===== config.mk =====
export PLATFORM = sky130hd
export DESIGN_NAME = acs_seq
export DESIGN_NICKNAME = d
export VERILOG_FILES = /design/src/verilog/acs_pkg.sv /design/src/verilog/acs_seq.sv /design/src/verilog/acs_tick.sv
export SDC_FILE = /design/constraint.sdc
export NUM_CORES = 1
export LEC_CHECK = 0
export BUFFER_PORTS_ARGS = -buffer_cell sky130_fd_sc_hd__buf_2
export CORE_UTILIZATION = 65
export CTS_BUF_LIST = sky130_fd_sc_hd__clkbuf_8
export DETAILED_ROUTE_END_ITERATION = 10
export GPL_TIMING_DRIVEN = 0
export PLACE_DENSITY = 0.91
export SETUP_SLACK_MARGIN = 0.3
export SLEW_MARGIN = 10
export SYNTH_ARGS = -nofsm -noshare
export SYNTH_HDL_FRONTEND = slang
export SYNTH_SLANG_ARGS = --single-unit

===== constraint.sdc =====
create_clock -name mclk -period 3.3 [get_ports mclk]
set_clock_uncertainty 0.1 [all_clocks]
set_input_delay 0.66 -clock mclk [delete_from_list [all_inputs] [get_ports mclk]]
set_output_delay 0.66 -clock mclk [all_outputs]
set_load 0.02 [all_outputs]

===== src/verilog/acs_pkg.sv =====
package acs_pkg;

  // ***************************************************************
  // register map (word index on the plain register port)
  // ***************************************************************
  localparam logic [2:0] ADDR_CTRL0    = 3'h0;
  localparam logic [2:0] ADDR_CTRL1    = 3'h1;
  localparam logic [2:0] ADDR_RES_HIGH = 3'h2;
  localparam logic [2:0] ADDR_RES_LOW  = 3'h3;
  localparam logic [2:0] ADDR_STATUS   = 3'h4;
  localparam logic [2:0] ADDR_PORT     = 3'h5;
  localparam logic [2:0] ADDR_AMASK    = 3'h6;

  // ***************************************************************
  // field positions
  // ***************************************************************
  localparam int CTRL0_CLK_HI  = 7;
  localparam int CTRL0_CLK_LO  = 6;
  localparam int CTRL0_CHAN_HI = 5;
  localparam int CTRL0_CHAN_LO = 3;
  localparam int CTRL0_GO      = 2;
  localparam int CTRL0_ON      = 0;
  localparam int CTRL1_FMT     = 7;
  localparam int STATUS_DONE   = 0;

  // ***************************************************************
  // reset values and codes
  // ***************************************************************
  localparam logic [7:0] BYTE_ZERO    = 8'h00;
  localparam logic [1:0] CLK_DIV2     = 2'h0;
  localparam logic [1:0] CLK_DIV8     = 2'h1;
  localparam logic [1:0] CLK_DIV32    = 2'h2;
  localparam logic [1:0] CLK_RC       = 2'h3;
  localparam logic [9:0] SAR_MSB      = 10'h200;
  localparam logic [5:0] PAD_ZERO     = 6'h00;

  // ***************************************************************
  // timing: clock 25 MHz, instruction cycle of four oscillator periods
  // ***************************************************************
  localparam int CLK_NS      = 40;
  localparam int TCY_OSC     = 4;
  localparam int TCY_CYC     = TCY_OSC;
  localparam int RC_TAD_NS   = 4000;
  localparam int DIV2_CYC    = 2;
  localparam int DIV8_CYC    = 8;
  localparam int DIV32_CYC   = 32;
  localparam int CONV_TADS   = 11;
  localparam int HOLDOFF_TADS = 2;
  localparam int RES_BITS    = 10;

  typedef enum logic [2:0] {
    ST_OFF, ST_ACQ, ST_FIRST, ST_CONV, ST_HOLDOFF, ST_PDOWN
  } acs_state_e;

  // register port request
  typedef struct packed {
    logic [2:0] addr;
    logic [7:0] wdata;
    logic       wr;
    logic       rd;
  } acs_req_s;

endpackage


===== src/verilog/acs_seq.sv =====
`timescale 1ns/1ps

// What this block does
// - conversion lasts at least twelve bit periods
// - clock select picks 2, 8, 32 or RC
// - RC bit period typically 4 us, 2-6 allowed
// - two bit periods hold-off after completion, disconnected
// - clearing go aborts, result bytes unchanged
// - after abort wait two periods, reacquire
// - first segment between one instruction cycle and period
// - result justified into pair, unused bits zero
// - result bytes plain registers while converter off
// - RC clock adds no instruction cycle; first segment is one RC period
// - sleep completion clears go, loads, may wake
// - no interrupt enable: power down, on stays
// - sleep with non-RC clock aborts, powers down
// - analog pins read zero on port read
// - conversion ignores pin direction and configuration
// - load, go clear, flag set together
// - channel select codes 0 to 7 directly
module acs_seq
  import acs_pkg::*;
#(
  parameter int RC_NS = RC_TAD_NS,
  parameter int TW    = 8
) (
  // clock and reset
  input  wire logic       mclk,
  input  wire logic       sys_rst,
  // register port
  input  wire acs_req_s   req,
  output logic [7:0]      rdata,
  // device state
  input  wire logic       sleep,
  input  wire logic       irq_enable,
  input  wire logic [7:0] port_pins,
  output logic            wake,
  output logic            done_flag,
  // analog side
  input  wire logic       cmp_high,
  output logic [9:0]      trial,
  output logic [2:0]      channel_select,
  output logic            hold_connect,
  output logic            analog_powered
);

  // ***************************************************************
  // bit period lengths in clocks
  // ***************************************************************
  localparam int RC_CYC_I = (RC_NS / CLK_NS < 1) ? 1 : RC_NS / CLK_NS;
  localparam logic [TW-1:0] P_DIV2  = TW'(DIV2_CYC);
  localparam logic [TW-1:0] P_DIV8  = TW'(DIV8_CYC);
  localparam logic [TW-1:0] P_DIV32 = TW'(DIV32_CYC);
  localparam logic [TW-1:0] P_RC    = TW'(RC_CYC_I);
  localparam logic [3:0] CONV_LAST  = 4'(CONV_TADS - 1);
  localparam logic [3:0] HOLD_LAST  = 4'(HOLDOFF_TADS - 1);
  localparam logic [2:0] FIRST_LAST = 3'(TCY_CYC - 1);

  // ***************************************************************
  // state
  // ***************************************************************
  logic [1:0]    conv_clock_select;
  logic          go;
  logic          converter_on;
  logic          result_format_select;
  logic [7:0]    result_high_byte;
  logic [7:0]    result_low_byte;
  logic [7:0]    analog_mask;
  acs_state_e    state;
  acs_state_e    next_state;
  logic [3:0]    tad_cnt;
  logic [2:0]    first_cnt;
  logic [TW-1:0] period;
  logic          tick;
  logic          timed;
  logic          sleep_abort;
  logic          sw_abort;
  logic          conv_done;
  logic [9:0]    final_result;
  logic [3:0]    bit_idx;
  logic          wr_ctrl0;

  assign wr_ctrl0 = req.wr && (req.addr == ADDR_CTRL0);

  // ***************************************************************
  // bit period source
  // ***************************************************************
  // bit period chosen from the select code
  always_comb begin
    case (conv_clock_select)
      CLK_DIV2:  period = P_DIV2;
      CLK_DIV8:  period = P_DIV8;
      CLK_DIV32: period = P_DIV32;
      default:   period = P_RC; // RC period is a parameter, 2-6 us legal
    endcase
  end

  // ticks only run inside timed segments; a state change restarts them
  assign timed = (state == next_state) &&
                 (state == ST_FIRST || state == ST_CONV || state == ST_HOLDOFF);

  acs_tick #(
    .TW (TW)
  ) u_tick (
    .mclk    (mclk),
    .sys_rst (sys_rst),
    .run     (timed),
    .period  (period),
    .tick    (tick)
  );

  // ***************************************************************
  // events
  // ***************************************************************
  // sleep with a non-RC clock kills the conversion
  assign sleep_abort = sleep && (conv_clock_select != CLK_RC) &&
                       (state == ST_FIRST || state == ST_CONV);
  // software cleared go mid conversion
  assign sw_abort    = !go && (state == ST_FIRST || state == ST_CONV);
  assign conv_done   = (state == ST_CONV) && go && !sleep_abort &&
                       tick && (tad_cnt == CONV_LAST);
  // last decision taken straight from the comparator
  assign final_result = {trial[9:1], cmp_high};

  // ***************************************************************
  // sequencer
  // ***************************************************************
  // next state; converter off overrides everything
  always_comb begin
    next_state = state;
    case (state)
      ST_OFF: begin
        if (converter_on) begin
          next_state = ST_ACQ;
        end
      end
      ST_ACQ: begin
        if (go) begin
          next_state = ST_FIRST;
        end
      end
      ST_FIRST: begin
        if (sleep_abort) begin
          next_state = ST_PDOWN;
        end else if (sw_abort) begin
          next_state = ST_HOLDOFF;
        end else if (tick && first_cnt >= FIRST_LAST) begin
          next_state = ST_CONV; // one instruction cycle then next edge
        end
      end
      ST_CONV: begin
        if (sleep_abort) begin
          next_state = ST_PDOWN;
        end else if (sw_abort) begin
          next_state = ST_HOLDOFF;
        end else if (conv_done) begin
          // asleep without interrupt enable: module off, on bit kept
          next_state = (sleep && !irq_enable) ? ST_PDOWN : ST_HOLDOFF;
        end
      end
      ST_HOLDOFF: begin
        if (tick && tad_cnt == HOLD_LAST) begin
          next_state = ST_ACQ; // acquisition restarts by itself
        end
      end
      ST_PDOWN: begin
        if (!sleep) begin
          next_state = ST_ACQ;
        end
      end
      default: next_state = ST_OFF;
    endcase
    if (!converter_on) begin
      next_state = ST_OFF;
    end
  end

  // state register
  always_ff @(posedge mclk) begin
    if (sys_rst) begin
      state <= ST_OFF;
    end else begin
      state <= next_state;
    end
  end

  // bit period counter within a segment
  always_ff @(posedge mclk) begin
    if (sys_rst || state != next_state) begin
      tad_cnt <= '0;
    end else if (tick) begin
      tad_cnt <= tad_cnt + 4'h1;
    end
  end

  // first segment is never shorter than one instruction cycle
  always_ff @(posedge mclk) begin
    if (sys_rst || state != ST_FIRST) begin
      first_cnt <= '0;
    end else if (first_cnt < FIRST_LAST) begin
      first_cnt <= first_cnt + 3'h1;
    end
  end

  // ***************************************************************
  // successive approximation
  // ***************************************************************
  // bit under test in periods two to eleven
  assign bit_idx = 4'(RES_BITS) - tad_cnt;

  // msb first, one bit per period; period one only loads the msb trial
  always_ff @(posedge mclk) begin
    if (sys_rst) begin
      trial <= '0;
    end else if (state == ST_CONV && tick) begin
      if (tad_cnt == 4'h0) begin
        trial <= SAR_MSB;
      end else begin
        trial[bit_idx] <= cmp_high;
        if (bit_idx != 4'h0) begin
          trial[bit_idx - 4'h1] <= 1'b1;
        end
      end
    end
  end

  // ***************************************************************
  // control registers
  // ***************************************************************
  // clock select, on bit, channel and format are plain software bits
  always_ff @(posedge mclk) begin
    if (sys_rst) begin
      conv_clock_select    <= CLK_DIV2;
      converter_on         <= 1'b0;
      channel_select       <= '0;
      result_format_select <= 1'b0;
      analog_mask          <= BYTE_ZERO;
    end else begin
      if (wr_ctrl0) begin
        conv_clock_select <= req.wdata[CTRL0_CLK_HI:CTRL0_CLK_LO];
        converter_on      <= req.wdata[CTRL0_ON];
        // channel driven regardless of pin direction
        channel_select    <= req.wdata[CTRL0_CHAN_HI:CTRL0_CHAN_LO];
      end
      if (req.wr && req.addr == ADDR_CTRL1) begin
        result_format_select <= req.wdata[CTRL1_FMT];
      end
      if (req.wr && req.addr == ADDR_AMASK) begin
        analog_mask <= req.wdata;
      end
    end
  end

  // go/busy: set only with converter already on, cleared by hardware
  always_ff @(posedge mclk) begin
    if (sys_rst) begin
      go <= 1'b0;
    end else if (conv_done || sleep_abort || !converter_on) begin
      go <= 1'b0;
    end else if (wr_ctrl0) begin
      go <= req.wdata[CTRL0_GO] && converter_on;
    end
  end

  // done flag: hardware set beats a software write-one clear
  always_ff @(posedge mclk) begin
    if (sys_rst) begin
      done_flag <= 1'b0;
    end else if (conv_done) begin
      done_flag <= 1'b1;
    end else if (req.wr && req.addr == ADDR_STATUS && req.wdata[STATUS_DONE]) begin
      done_flag <= 1'b0;
    end
  end

  // ***************************************************************
  // result pair
  // ***************************************************************
  // loaded on completion or by writes while off; aborts leave it untouched
  always_ff @(posedge mclk) begin
    if (sys_rst) begin
      result_high_byte <= BYTE_ZERO;
      result_low_byte  <= BYTE_ZERO;
    end else if (conv_done) begin
      if (result_format_select) begin
        result_high_byte <= {PAD_ZERO, final_result[9:8]};
        result_low_byte  <= final_result[7:0];
      end else begin
        result_high_byte <= final_result[9:2];
        result_low_byte  <= {final_result[1:0], PAD_ZERO};
      end
    end else if (req.wr && !converter_on) begin
      // general purpose bytes while the converter is off
      if (req.addr == ADDR_RES_HIGH) begin
        result_high_byte <= req.wdata;
      end
      if (req.addr == ADDR_RES_LOW) begin
        result_low_byte <= req.wdata;
      end
    end
  end

  // ***************************************************************
  // read port and analog outputs
  // ***************************************************************
  // read data stand the cycle after the strobe only
  always_ff @(posedge mclk) begin
    if (sys_rst || !req.rd) begin
      rdata <= BYTE_ZERO;
    end else begin
      case (req.addr)
        ADDR_CTRL0:    rdata <= {conv_clock_select, channel_select, go, 1'b0,
                                 converter_on};
        ADDR_CTRL1:    rdata <= {result_format_select, 7'h00};
        ADDR_RES_HIGH: rdata <= result_high_byte;
        ADDR_RES_LOW:  rdata <= result_low_byte;
        ADDR_STATUS:   rdata <= {7'h00, done_flag};
        ADDR_PORT:     rdata <= port_pins & ~analog_mask;
        ADDR_AMASK:    rdata <= analog_mask;
        default:       rdata <= BYTE_ZERO;
      endcase
    end
  end

  // analog controls follow the next state so they match the state register
  always_ff @(posedge mclk) begin
    if (sys_rst) begin
      hold_connect   <= 1'b0;
      analog_powered <= 1'b0;
      wake           <= 1'b0;
    end else begin
      hold_connect   <= (next_state == ST_ACQ); // open in hold-off
      analog_powered <= (next_state != ST_OFF) && (next_state != ST_PDOWN);
      wake           <= conv_done && sleep && irq_enable;
    end
  end
endmodule


===== src/verilog/acs_tick.sv =====
`timescale 1ns/1ps

// ***************************************************************
// bit period tick: one pulse every 'period' clocks while run holds
// ***************************************************************
module acs_tick #(
  parameter int TW = 8
) (
  // clock and reset
  input  wire logic          mclk,
  input  wire logic          sys_rst,
  // control
  input  wire logic          run,
  input  wire logic [TW-1:0] period,
  // tick out
  output logic               tick
);

  logic [TW-1:0] cnt;

  // counter restarts whenever run drops, so every segment opens a full period
  always_ff @(posedge mclk) begin
    if (sys_rst || !run) begin
      cnt  <= '0;
      tick <= 1'b0;
    end else if (cnt >= period - TW'(1)) begin
      cnt  <= '0;
      tick <= 1'b1;
    end else begin
      cnt  <= cnt + TW'(1);
      tick <= 1'b0;
    end
  end

endmodule


After elaboration in Yosys (flattened, before gate mapping)

Cells that the tools add are included.

Register bits: 73
Input bits: 26

Order comparisons: 7
Equality and inequality tests: 21
Reduce and logical (&&, ||, !) cells: 52
$add $sub $neg: 6
Multiplexer cells: 32
Bitwise operators: 3

Operators by type and width:

| operator            | number |
|---|---|
| $mux 8              | 8 |
| $pmux 8 s7          | 1 |
| $mux 3              | 10 |
| $logic_and 1x1->1   | 24 |
| $pmux 7 s3          | 1 |
| $mux 10             | 2 |
| $pmux 3 s6          | 1 |
| $eq 3x3->1 const B  | 5 |
| $eq 3x2->1 const B  | 4 |
| $bwmux 10           | 1 |
| $lt 4x5->1 const B  | 2 |
| $or 10x10->10       | 1 |
| $eq 3x1->1 const B  | 3 |
| $add 8x1->8 const B | 1 |
| $and 8x8->8         | 1 |
| $demux 1 s4         | 2 |
| $ge 4x1->1 const B  | 2 |
| $ge 8x8->1          | 1 |
| $logic_or 1x1->1    | 8 |
| $not 8->8           | 1 |
| $reduce_bool 2->1   | 4 |
| $sub 7x1->8 const B | 1 |
| $logic_not 1->1     | 6 |
| $logic_not 3->1     | 2 |
| 22 further kinds    | 29 |

Longest topological paths before layout

Gate-level depths: netlist of run 1.

Word-level depth: 17
Gate-level depth with buffers: 9
Gate-level depth less buffers: 9

Cells and area by module

Synthesis of run 1 repeated with hierarchy kept, for this count alone.

Cell total of the unflattened synthesis: 528
Area, all modules: 4440.5 um2

By module, submodules not included:

| module   | seq. area each (um2) | cells an instance | area each (um2) | instances |
|---|---|---|---|---|
| acs_seq  | 1281.2               | 457               | 3781.1          | 1 |
| acs_tick | 180.2                | 71                | 659.4           | 1 |

Worst setup path after synthesis of run 1

No wires, ideal clock.

Path type: in2reg
Start point: in req[10] (netlist name)
End point: reg result_low_byte[3]
Library setup time: 0.132 ns
Setup slack: 1.069 ns
Arrival: 1.999 ns
Required time: 3.068 ns
Cell stages on the path: 7
Cells stage by stage: buf_2 nor2b_1 and4b_1 buf_2 mux2_2 nand2_1 a21oi_1

Longest elaborated chain between the ends: 3

RTL lines:

| element                     | line           | text |
|---|---|---|
| start: declaration          | acs_seq.sv:31  | `input wire acs_req_s req,` |
| $eq 3x2->1                  | acs_seq.sv:297 | `if (req.addr == ADDR_RES_LOW) begin` |
| $reduce_bool 2->1 (no line) | -              |  |
| $reduce_and 2->1 (no line)  | -              |  |
| end signal: assignment      | acs_seq.sv:287 | `result_low_byte <= final_result[7:0];` |
| end signal: assignment      | acs_seq.sv:290 | `result_low_byte <= {final_result[1:0], PAD_ZERO};` |
| end signal: assignment      | acs_seq.sv:298 | `result_low_byte <= req.wdata;` |
| end: declaration            | acs_seq.sv:67  | `logic [7:0] result_low_byte;` |

Every way passes these cells.
A chain may end at the register's enable or synchronous reset.

Worst setup path in the final report of run 1

Start point: reg tad_cnt[1]
End point: reg trial[6]

Longest elaborated chain between the ends: 9
Elaborated cells between the ends (all ways): 18
Classes of those cells: 2 x add/sub; 4 x order compare; 7 x mux; 1 x bitwise; 4 x reduce/logical

RTL lines:

| element                                                           | line                           | text |
|---|---|---|
| start: declaration                                                | acs_seq.sv:71                  | `logic [3:0] tad_cnt;` |
| start signal: assignment                                          | acs_seq.sv:192                 | `tad_cnt <= tad_cnt + 4'h1;` |
| $sub 4x4->4                                                       | acs_seq.sv:209                 | `assign bit_idx = 4'(RES_BITS) - tad_cnt;` |
| $sub 4x1->4 (tied with other cells)                               | acs_seq.sv:221                 | `trial[bit_idx - 4'h1] <= 1'b1;` |
| $lt 4x5->1 (implied by the code) (tied with other cells)          | acs_seq.sv:221                 |  |
| $logic_and 1x1->1 (implied by the code) or $mux 1 (tied branches) | acs_seq.sv:221, acs_seq.sv:219 |  |
| $mux 1 (implied by the code) or $demux 1 s4 (tied branches)       | acs_seq.sv:221, acs_seq.sv:219 |  |
| $demux 1 s4 or $bwmux 10 (tied branches)                          | acs_seq.sv:221, acs_seq.sv:219 |  |
| $or 10x10->10 (no line)                                           | -                              |  |
| $mux 10                                                           | acs_seq.sv:220                 | `if (bit_idx != 4'h0) begin` |
| $mux 10 *                                                         | acs_seq.sv:216                 | `if (tad_cnt == 4'h0) begin` |
| end signal: indexed assignment                                    | acs_seq.sv:219                 | `trial[bit_idx] <= cmp_high;` |
| end: declaration                                                  | acs_seq.sv:41                  | `output logic [9:0] trial,` |

Mark *: on every way between the ends. The rest lies on a longest branch, timed or not.

==> results.toml, run 1 <==
[logic_synthesis]
synth_compound_area_frac = 0.1842
yosysWarnings = 0
syn_inst = 505
ys_ff_latch = 73
avgSynthCellArea_um2 = 8.379
syn-num-nets = 557
synth_top_area_cell = "dfxtp_1"
synth_area_leaders = "dfxtp_1 (35%), ha_1 (7.7%), nand2_1 (5.5%)"
yosysSeqAreaShare = 0.3454
async_flop_share = 0
yosysUniqueCellTypes = 61
synth_edf_count = 0
muxShareOfSynthArea = 0.07776
synthFlopType = "dfxtp_1"
synth_top_family_by_area = "simple AND/OR/NAND/NOR gates"
ys_top_cells_by_count = "dfxtp_1 (73), nand2_1 (62), a21oi_1 (45)"
synth_fa_ha_area_frac = 0.07688
synth.most_common_cell = "dfxtp_1"
syn_area_um2 = 4232
yosys.area.top_type_share = 0.3454
yosys.area_share.simple = 0.2454
yosys.area_share.xor_xnor = 0.02809

[drt]
avgViaCountPerCell = 6.312
postRouteAntennaNets = 0
wirelength_um = 10800
route.detailed.drc = 0
dr_total_vias = 4071
first_pass_iters = 5
drt_iter0_drc = 296
wire_per_inst_um = 16.74

[layout]
syn2layout_area_growth_pct = 11.83
postLayoutCellArea_um2 = 4732
multi_input_area_um2 = 2595
fillCellCount = 468
stdcell_count = 645
ff_latch_area_um2 = 1461
fin_nets = 615
layout-drive-gt1-share = 0.1620
n_antenna_cell = 0

[worst_setup_path]
r2r_start = "tad_cnt[1]$_SDFFE_PP0P_"
r2r_slack_ps = 720
endpoint_kind = "register"
path_max_fanout = 8
path_class = "reg2reg"
critPathArrivalTime_ps = 2720
cp.required_ps = 3440
cp-start-kind = "register"
worstRegToRegCells = 6
r2r_end = "trial[6]$_SDFFE_PP0P_"

[global_routing]
grt-ovfl-total = 0
grt_usage = 0.3323
antenna_found_initial = 0
grt_pass1_wl_um = 17210
grt_util_met2 = 0.5475
grt_max_degree = 14
met1_usage = 0.4185
grt_use_met3 = 0.06593
busiest_layer = "met2"
grt_pass1_vias = 3681

[clocking]
hold_buffers = 0
clock_latency_ps = 350
cts_setup_buffers = 0
cts_inserted_buffers = 9
clk_pin_slew_ps = 90
cts_tree = "done"
clock_path_buffers = 2
root_buffer = "clkbuf_8"
cts-resized-gates = 0
htreeDepth = 3
cts_sinks = 73

[placed_design]
dp_hpwl_um = 7939
dp.cells = 629
placed_area_um2 = 4563
gp_congestion = 0.9314
place_ws_ps = 777.1
io_buffers = 47

[floorplan]
num_rows = 29
fp.dieH_um = 82.69
die_area_um2 = 6837
start_util = 0.6702
ios = 51
dieWidth_um = 82.69
core_area_um2 = 6314

[worst_hold_path]
hold_end = "channel_select[0]$_SDFFE_PP0P_"
hold_depth = 2
hold_path.class = "reg2reg"
min_from = "channel_select[0]$_SDFFE_PP0P_"

[timing]
hold_violations = 0
fmax_mhz = 387.9
setup_viol = 0
fin_tns_setup_ps = 0
post-route-period-util = 0.7812
tightest_slew_ps = 649.9
setup_ws_ps = 722.0
drv_slew = 0
relSlewSlack = 0.5556
hold_slack_ps = 379.5
period_needed_ps = 2578
rsz0062_at_grt = "no"

[power_and_ir_drop]
p_per_area_nw_per_um2 = 347.1
power_leakage_nw = 1.915
vdd_drop_max_mv = 0.2729

[outcome]
status = "complete, no violations"

[flow_run]
cap_violations = 0
critical path, stage by stage (launching register included):
cell	delay, ps
dfxtp_1	490
inv_1	180
ha_1	280
o21ai_0	470
a21oi_1	290
and3_1	300
a221o_1	360
cell type report:
cell class | count | area share
multi-input combinational | 389 | 0.5484
sequential | 73 | 0.3088
timing repair buffer | 47 | 0.04971
clock buffer | 9 | 0.02618
buffer | 28 | 0.02512
tap | 77 | 0.02036
inverter | 15 | 0.01190
clock inverter | 7 | 0.009519
worst max-delay path by stage:
stage | from | to | depth (start not counted)
after floorplan | req[10] | result_low_byte[3]$_SDFFE_PP0P_ | 7
after global placement | tad_cnt[2]$_SDFFE_PP0P_ | trial[6]$_SDFFE_PP0P_ | 7
after detailed placement | tad_cnt[1]$_SDFFE_PP0P_ | trial[6]$_SDFFE_PP0P_ | 6
after CTS | conv_clock_select[1]$_SDFFE_PP0P_ | u_tick.cnt[2]$_SDFF_PP0_ | 8
after global routing | tad_cnt[1]$_SDFFE_PP0P_ | trial[5]$_SDFFE_PP0P_ | 6
final | tad_cnt[1]$_SDFFE_PP0P_ | trial[6]$_SDFFE_PP0P_ | 6
sequential cells by signal, summed over array words and instances (netlist names), 2 cells and up:
register,flops
channel_select,3
conv_clock_select,2
first_cnt,3
result_high_byte,8
u_tick.cnt,8
rdata,8
tad_cnt,4
trial,10
analog_mask,8
state,3
result_low_byte,8
layout by cell type, fill, tap and decap left out, types with 7 or more instances in the layout:
cell type  count
nand3b_1       9
buf_2         54
a21oi_1       45
clkbuf_8       9
mux2i_1       16
nand2b_1       7
nand3_1       27
o21ai_0       10
ha_1          26
a211oi_1      13
nor2b_1       14
dfxtp_1       73
mux2_2        15
nor2_1        42
clkbuf_1      15
and3_1        12
nand2_1       62
inv_1         15
report_power, final:
part,switching (mW),internal [mW]
Combinational,0.0827,0.0471
Clock,0.344,0.271
Sequential,0.00710,0.891
Total,0.434,1.21
logic make-up (layout without fill, tap and decap cells):
| group | after synthesis | in the layout |
|---|---|---|
| buf+inv | 43 | 106 |
| simple gates | 204 | 204 |
| flops | 73 | 73 |
| compound gates | 116 | 116 |
| fa+ha+maj | 26 | 26 |
| mux | 31 | 31 |
| other cells | 1 | 1 |
| xor+xnor | 11 | 11 |
per-stage QoR:
stage,total power [mW],util
floorplan,0.9961,-
global placement,1.039,0.7228
detailed placement,1.043,0.7228
CTS,1.642,0.7495
global route,1.697,0.7495
finish,1.643,0.7495
layer usage:
metal,wire length (um),vias up
met2,5209,213
met3,832,29
met5,0,-
met4,214,0
met1,4540,1882
li1,-,1947
Power figures use the tool's default switching activity.
==> run 2: changes to the inputs <==
--- a/config.mk
+++ b/config.mk
@@ -6,11 +6,11 @@
 export NUM_CORES = 1
 export LEC_CHECK = 0
 export BUFFER_PORTS_ARGS = -buffer_cell sky130_fd_sc_hd__buf_2
-export CORE_UTILIZATION = 65
+export CORE_UTILIZATION = 55
 export CTS_BUF_LIST = sky130_fd_sc_hd__clkbuf_8
 export DETAILED_ROUTE_END_ITERATION = 10
 export GPL_TIMING_DRIVEN = 0
-export PLACE_DENSITY = 0.91
+export PLACE_DENSITY = 0.82
 export SETUP_SLACK_MARGIN = 0.3
 export SLEW_MARGIN = 10
 export SYNTH_ARGS = -nofsm -noshare
==> constraint.sdc (replaced) <==
create_clock -name mclk -period 2.35 [get_ports mclk]
set_clock_uncertainty 0.1 [all_clocks]
set_input_delay 0.47 -clock mclk [delete_from_list [all_inputs] [get_ports mclk]]
set_output_delay 0.47 -clock mclk [all_outputs]
set_load 0.02 [all_outputs]
==> run 2 against run 1 <==
Net effect: core utilization decreased by 1.9 points; sequential cell count unchanged; via count increased by 5.6%; hold slack got worse by 80 ps; routed wire length increased by 11%; critical path depth increased by 1; clock power increased by 79%; final cell count increased by 6.5%; first-iteration DRC count increased by 10%; combinational power increased by 53%; largest power group unchanged; highest routed layer unchanged.
==> results.toml, run 2 (same netlist as run 1, synthesis figures left out) <==
[outcome]
status = "complete, no violations"

[floorplan]
ios = 51
die_area_um2 = 8049
start_util = 0.5772
dieWidth_um = 89.72
fp.dieH_um = 89.72
num_rows = 31
core_area_um2 = 7331

[global_routing]
grt_pass1_vias = 3928
antenna_found_initial = 0
grt_max_degree = 14
grt-ovfl-total = 0
grt_pass1_wl_um = 19060
grt_usage = 0.2893

[drt]
dr_total_vias = 4299
postRouteAntennaNets = 0
wirelength_um = 11990
route.detailed.drc = 0
met3_length_um = 1028
avgViaCountPerCell = 6.258
drt_iter0_drc = 326
top_layer_used = "met4"
routedLengthMet1_um = 4911
first_pass_iters = 7
met2_length_um = 5685
wire_per_inst_um = 17.45

[worst_hold_path]
hold_path.class = "in2reg"

[timing]
rsz0062_at_grt = "yes"
fmax_mhz = 483.1
period_needed_ps = 2070
tightest_slew_ps = 604.3
relSlewSlack = 0.5971
drv_slew = 0
post-route-period-util = 0.8809
setup_ws_ps = 280.0
setup_viol = 0
hold_slack_ps = 299.3
hold_violations = 0
fin_tns_setup_ps = 0

[worst_setup_path]
crit_chain = "clkbuf_4 -> nand3b_1 -> a2111oi_2 -> o32a_1 -> buf_6 -> mux2i_1 -> and3_1"
path_depth = 7
cp.required_ps = 2540
r2r_slack_ps = 280
path_delay_family = "compound AO/OA/AOI/OAI gates"
crit_path_start = "tad_cnt[3]$_SDFFE_PP0P_"
worstPathBufferInverterCount = 2
path_max_fanout = 10
critPathArrivalTime_ps = 2260
cp-start-kind = "register"
worstRegToRegCells = 7
slowest_stage = "dfxtp_1"
endpoint_kind = "register"
path_class = "reg2reg"
r2r_start = "tad_cnt[3]$_SDFFE_PP0P_"
r2r_end = "u_tick.cnt[0]$_SDFF_PP0_"
crit_end = "u_tick.cnt[0]$_SDFF_PP0_"
cpPeakStageDelay_ps = 370

[clocking]
clock_latency_ps = 340
clk_pin_slew_ps = 80
hold_buffers = 0
root_buffer = "clkbuf_8"
htreeDepth = 3
cts_tree = "done"
clock_path_buffers = 2
cts_sinks = 73
cts_inserted_buffers = 9

[placed_design]
io_buffers = 47
place_ws_ps = -30.69
gp_congestion = 0.9393
dp_hpwl_um = 7954

[layout]
final_common_cell = "dfxtp_1"
largest_register = "trial"
layout_common_cells = "dfxtp_1 (67), nand2_1 (62), buf_2 (50)"
syn2layout_area_growth_pct = 26.58
n_antenna_cell = 0
layout-drive-gt1-share = 0.2823
fin_nets = 635
largest_register_ffs = 10

[flow_run]
cap_violations = 0

[power_and_ir_drop]
power_leakage_nw = 2.081
vdd_drop_max_mv = 0.3448
p_per_area_nw_per_um2 = 476.5
-- run 2: cell count changes in the layout (fill, tap and decap cells not counted), moves of 5 or more --
cell,change
ha_1,-7
nor2_4,+5
dfxtp_1,-6
buf_4,+17
buf_6,+8
nor2_1,-9
-- run 2: per-stage QoR --
stage | cells | power [mW] | util | instance area (um2)
global placement | 651 | 1.462 | 0.6346 | 4652
CTS | 683 | 2.536 | 0.7017 | 5144
finish | 687 | 2.552 | 0.7307 | 5356
detailed placement | 651 | 1.466 | 0.6346 | 4652
global route | 687 | 2.641 | 0.7307 | 5356
floorplan | 505 | 1.400 | - | 4293
-- run 2: timing repair --
action | in CTS | in global routing
setup buffers | 15 | 4
gates resized for setup | 45 | 54
endpoints found under the setup margin | 26 | 43
gates cloned | 1 | 0
pin swaps | 7 | 21
-- run 2: cell type report --
| type | count | area (um2) |
|---|---|---|
| sequential | 73 | 1479 |
| inverter | 15 | 66.31 |
| clock buffer | 9 | 123.9 |
| timing repair buffer | 67 | 404.1 |
| fill | 507 | 1974 |
| multi-input combinational | 389 | 2918 |
| buffer | 28 | 148.9 |
| tap | 99 | 123.9 |
| clock inverter | 7 | 92.59 |
-- run 2: per-layer routing --
metal | GRT usage | vias up
met1 | 0.3706 | 2017
met5 | 0 | -
met3 | 0.05838 | 44
met4 | 0.1393 | 0
met2 | 0.4654 | 249
li1 | - | 1989
-- run 2: worst reg2reg max path, cell delays in order, from the launching register on --
cell and delay, ps:
dfxtp_1 370, clkbuf_4 260, nand3b_1 230, a2111oi_2 280, o32a_1 280, buf_6 140
mux2i_1 190, and3_1 170
-- run 2: how the worst min path moves through the flow --
stage | startpoint | endpoint | slack, ps | cells past startpoint
3_5_place_dp | analog_mask[2]$_SDFFE_PP0P_ | analog_mask[2]$_SDFFE_PP0P_ | 370 | 2
5_1_grt | req[7] | analog_mask[5]$_SDFFE_PP0P_ | 290 | 3
4_1_cts | irq_enable | wake$_SDFF_PP0_ | 280 | 3
2_1_floorplan | analog_mask[2]$_SDFFE_PP0P_ | analog_mask[2]$_SDFFE_PP0P_ | 340 | 2
3_3_place_gp | analog_mask[2]$_SDFFE_PP0P_ | analog_mask[2]$_SDFFE_PP0P_ | 360 | 2
6_report | req[8] | analog_mask[6]$_SDFFE_PP0P_ | 300 | 3
-- run 2: report_power, final --
group / switching, mW / internal, mW / total, mW
Combinational: 0.125 / 0.0736 / 0.199
Sequential: 0.0101 / 1.25 / 1.26
Clock: 0.499 / 0.598 / 1.10
==> run 3: changes to the inputs <==
--- a/config.mk
+++ b/config.mk
@@ -5,11 +5,11 @@
 export SDC_FILE = /design/constraint.sdc
 export NUM_CORES = 1
 export LEC_CHECK = 0
+export ABC_CLOCK_PERIOD_IN_PS = 2350
 export BUFFER_PORTS_ARGS = -buffer_cell sky130_fd_sc_hd__buf_2
 export CORE_UTILIZATION = 55
 export CTS_BUF_LIST = sky130_fd_sc_hd__clkbuf_8
 export DETAILED_ROUTE_END_ITERATION = 10
-export GPL_TIMING_DRIVEN = 0
 export PLACE_DENSITY = 0.82
 export SETUP_SLACK_MARGIN = 0.3
 export SLEW_MARGIN = 10
==> run 3 against run 2 <==
Net effect: routed wire length grew 0.28%; critical path depth grew 1; sequential cell count is the same; first-iteration DRC count grew 6.4%; register-to-register slack lost 50 ps; clock-buffer cell count is the same; fmax shrank 2.3%; combinational power is essentially flat; final cell count grew 0.15%; setup slack lost 50 ps; die area is the same; largest cell class unchanged.
==> results.toml, run 3 (same netlist as run 1, synthesis figures left out) <==
[worst_setup_path]
worstRegToRegCells = 8
crit_end = "u_tick.cnt[0]$_SDFF_PP0_"
path_class = "reg2reg"
r2r_start = "tad_cnt[1]$_SDFFE_PP0P_"
endpoint_kind = "register"
cp.required_ps = 2550
path_max_fanout = 5
r2r_slack_ps = 230
crit_path_start = "tad_cnt[1]$_SDFFE_PP0P_"
r2r_end = "u_tick.cnt[0]$_SDFF_PP0_"
critPathArrivalTime_ps = 2320
cp-start-kind = "register"

[power_and_ir_drop]
vdd_drop_max_mv = 0.2964
power_leakage_nw = 2.147
total_power_mw = 2.708
p_per_area_nw_per_um2 = 499.0

[clocking]
cts_sinks = 73
cts_tree = "done"
cts_inserted_buffers = 9
htreeDepth = 3
root_buffer = "clkbuf_8"
clock_path_buffers = 2
clock_latency_ps = 350
clk_pin_slew_ps = 80

[layout]
finish.utilization = 0.7404
syn2layout_area_growth_pct = 28.27
layout-drive-gt1-share = 0.3107
n_antenna_cell = 0
largest_register = "trial"
stdcell_count = 688
fin_nets = 636
postLayoutCellArea_um2 = 5428
largest_register_ffs = 10
final_common_cell = "dfxtp_1"
layout_common_cells = "dfxtp_1 (64), nand2_1 (62), buf_2 (50)"

[placed_design]
io_buffers = 50
place_ws_ps = -33.49
dp.cells = 651
placed_area_um2 = 4736
dp_hpwl_um = 8055
gp_congestion = 0.9615

[drt]
wire_per_inst_um = 17.47
wirelength_um = 12020
first_pass_iters = 5
dr_total_vias = 4215
avgViaCountPerCell = 6.126
route.detailed.drc = 0
postRouteAntennaNets = 0
drt_iter0_drc = 347

[worst_hold_path]
hold_path.class = "in2reg"

[floorplan]
start_util = 0.5772
die_area_um2 = 8049
num_rows = 31
core_area_um2 = 7331
ios = 51
fp.dieH_um = 89.72
dieWidth_um = 89.72

[timing]
rsz0062_at_grt = "yes"
fmax_mhz = 471.7
relSlewSlack = 0.5483
setup_viol = 0
period_needed_ps = 2120
setup_ws_ps = 230.2
tightest_slew_ps = 676.6
fin_tns_setup_ps = 0
hold_slack_ps = 257.1
post-route-period-util = 0.9020
hold_violations = 0
drv_slew = 0

[global_routing]
grt-ovfl-total = 0
grt_pass1_wl_um = 19130
antenna_found_initial = 0
grt_usage = 0.2926
grt_max_degree = 26
grt_pass1_vias = 3925

[flow_run]
cap_violations = 0

[outcome]
status = "complete, no violations"
run 3: worst max-delay path, stage by stage (launching register included):
cell,delay (ps)
dfxtp_4,400
buf_6,130
ha_4,120
nand3b_1,180
a2111oi_2,340
o32a_1,330
buf_6,140
mux2i_1,180
and3_1,160
run 3: area by class of cell:
cell class	instances	area [um2]
multi-input cells	390	2908
fillers	505	1903
flip-flops and latches	73	1480
repair buffers	95	606.8
clock buffers	9	123.9
clock inverters	7	123.9
well taps	99	123.9
inverters	15	61.31
run 3: worst min path at each step:
stage	from	to	slack, ps	cells after the start
2_1_floorplan	analog_mask[2]$_SDFFE_PP0P_	analog_mask[2]$_SDFFE_PP0P_	340	2
3_3_place_gp	analog_mask[6]$_SDFFE_PP0P_	analog_mask[6]$_SDFFE_PP0P_	360	2
3_5_place_dp	analog_mask[5]$_SDFFE_PP0P_	analog_mask[5]$_SDFFE_PP0P_	370	2
4_1_cts	irq_enable	wake$_SDFF_PP0_	250	3
5_1_grt	irq_enable	wake$_SDFF_PP0_	270	3
6_report	irq_enable	wake$_SDFF_PP0_	260	3
run 3: power by group:
group	leakage, nW	internal, mW	switching (mW)
registers	0.595	1.25	0.0124
logic	1.43	0.0818	0.120
clock network	0.121	0.717	0.529
run 3: what timing repair did:
| item | 4_1_cts | 5_1_grt |
|---|---|---|
| setup endpoints to repair | 27 | 40 |
| cloned | 0 | 1 |
| pin swaps | 25 | 14 |
| hold buffers | 0 | 0 |
| gates resized for setup | 44 | 26 |
| setup buffers | 16 | 4 |
run 3: metal layers:
layer / track usage / share of wire / routed length, um / vias to the layer above
li1: - / - / - / 1994
met1: 0.3511 / 0.41 / 4887 / 1980
met2: 0.5141 / 0.50 / 5979 / 204
met3: 0.03976 / 0.070 / 841 / 37
met4: 0.1407 / 0.026 / 310 / 0
met5: 0 / 0 / 0 / -
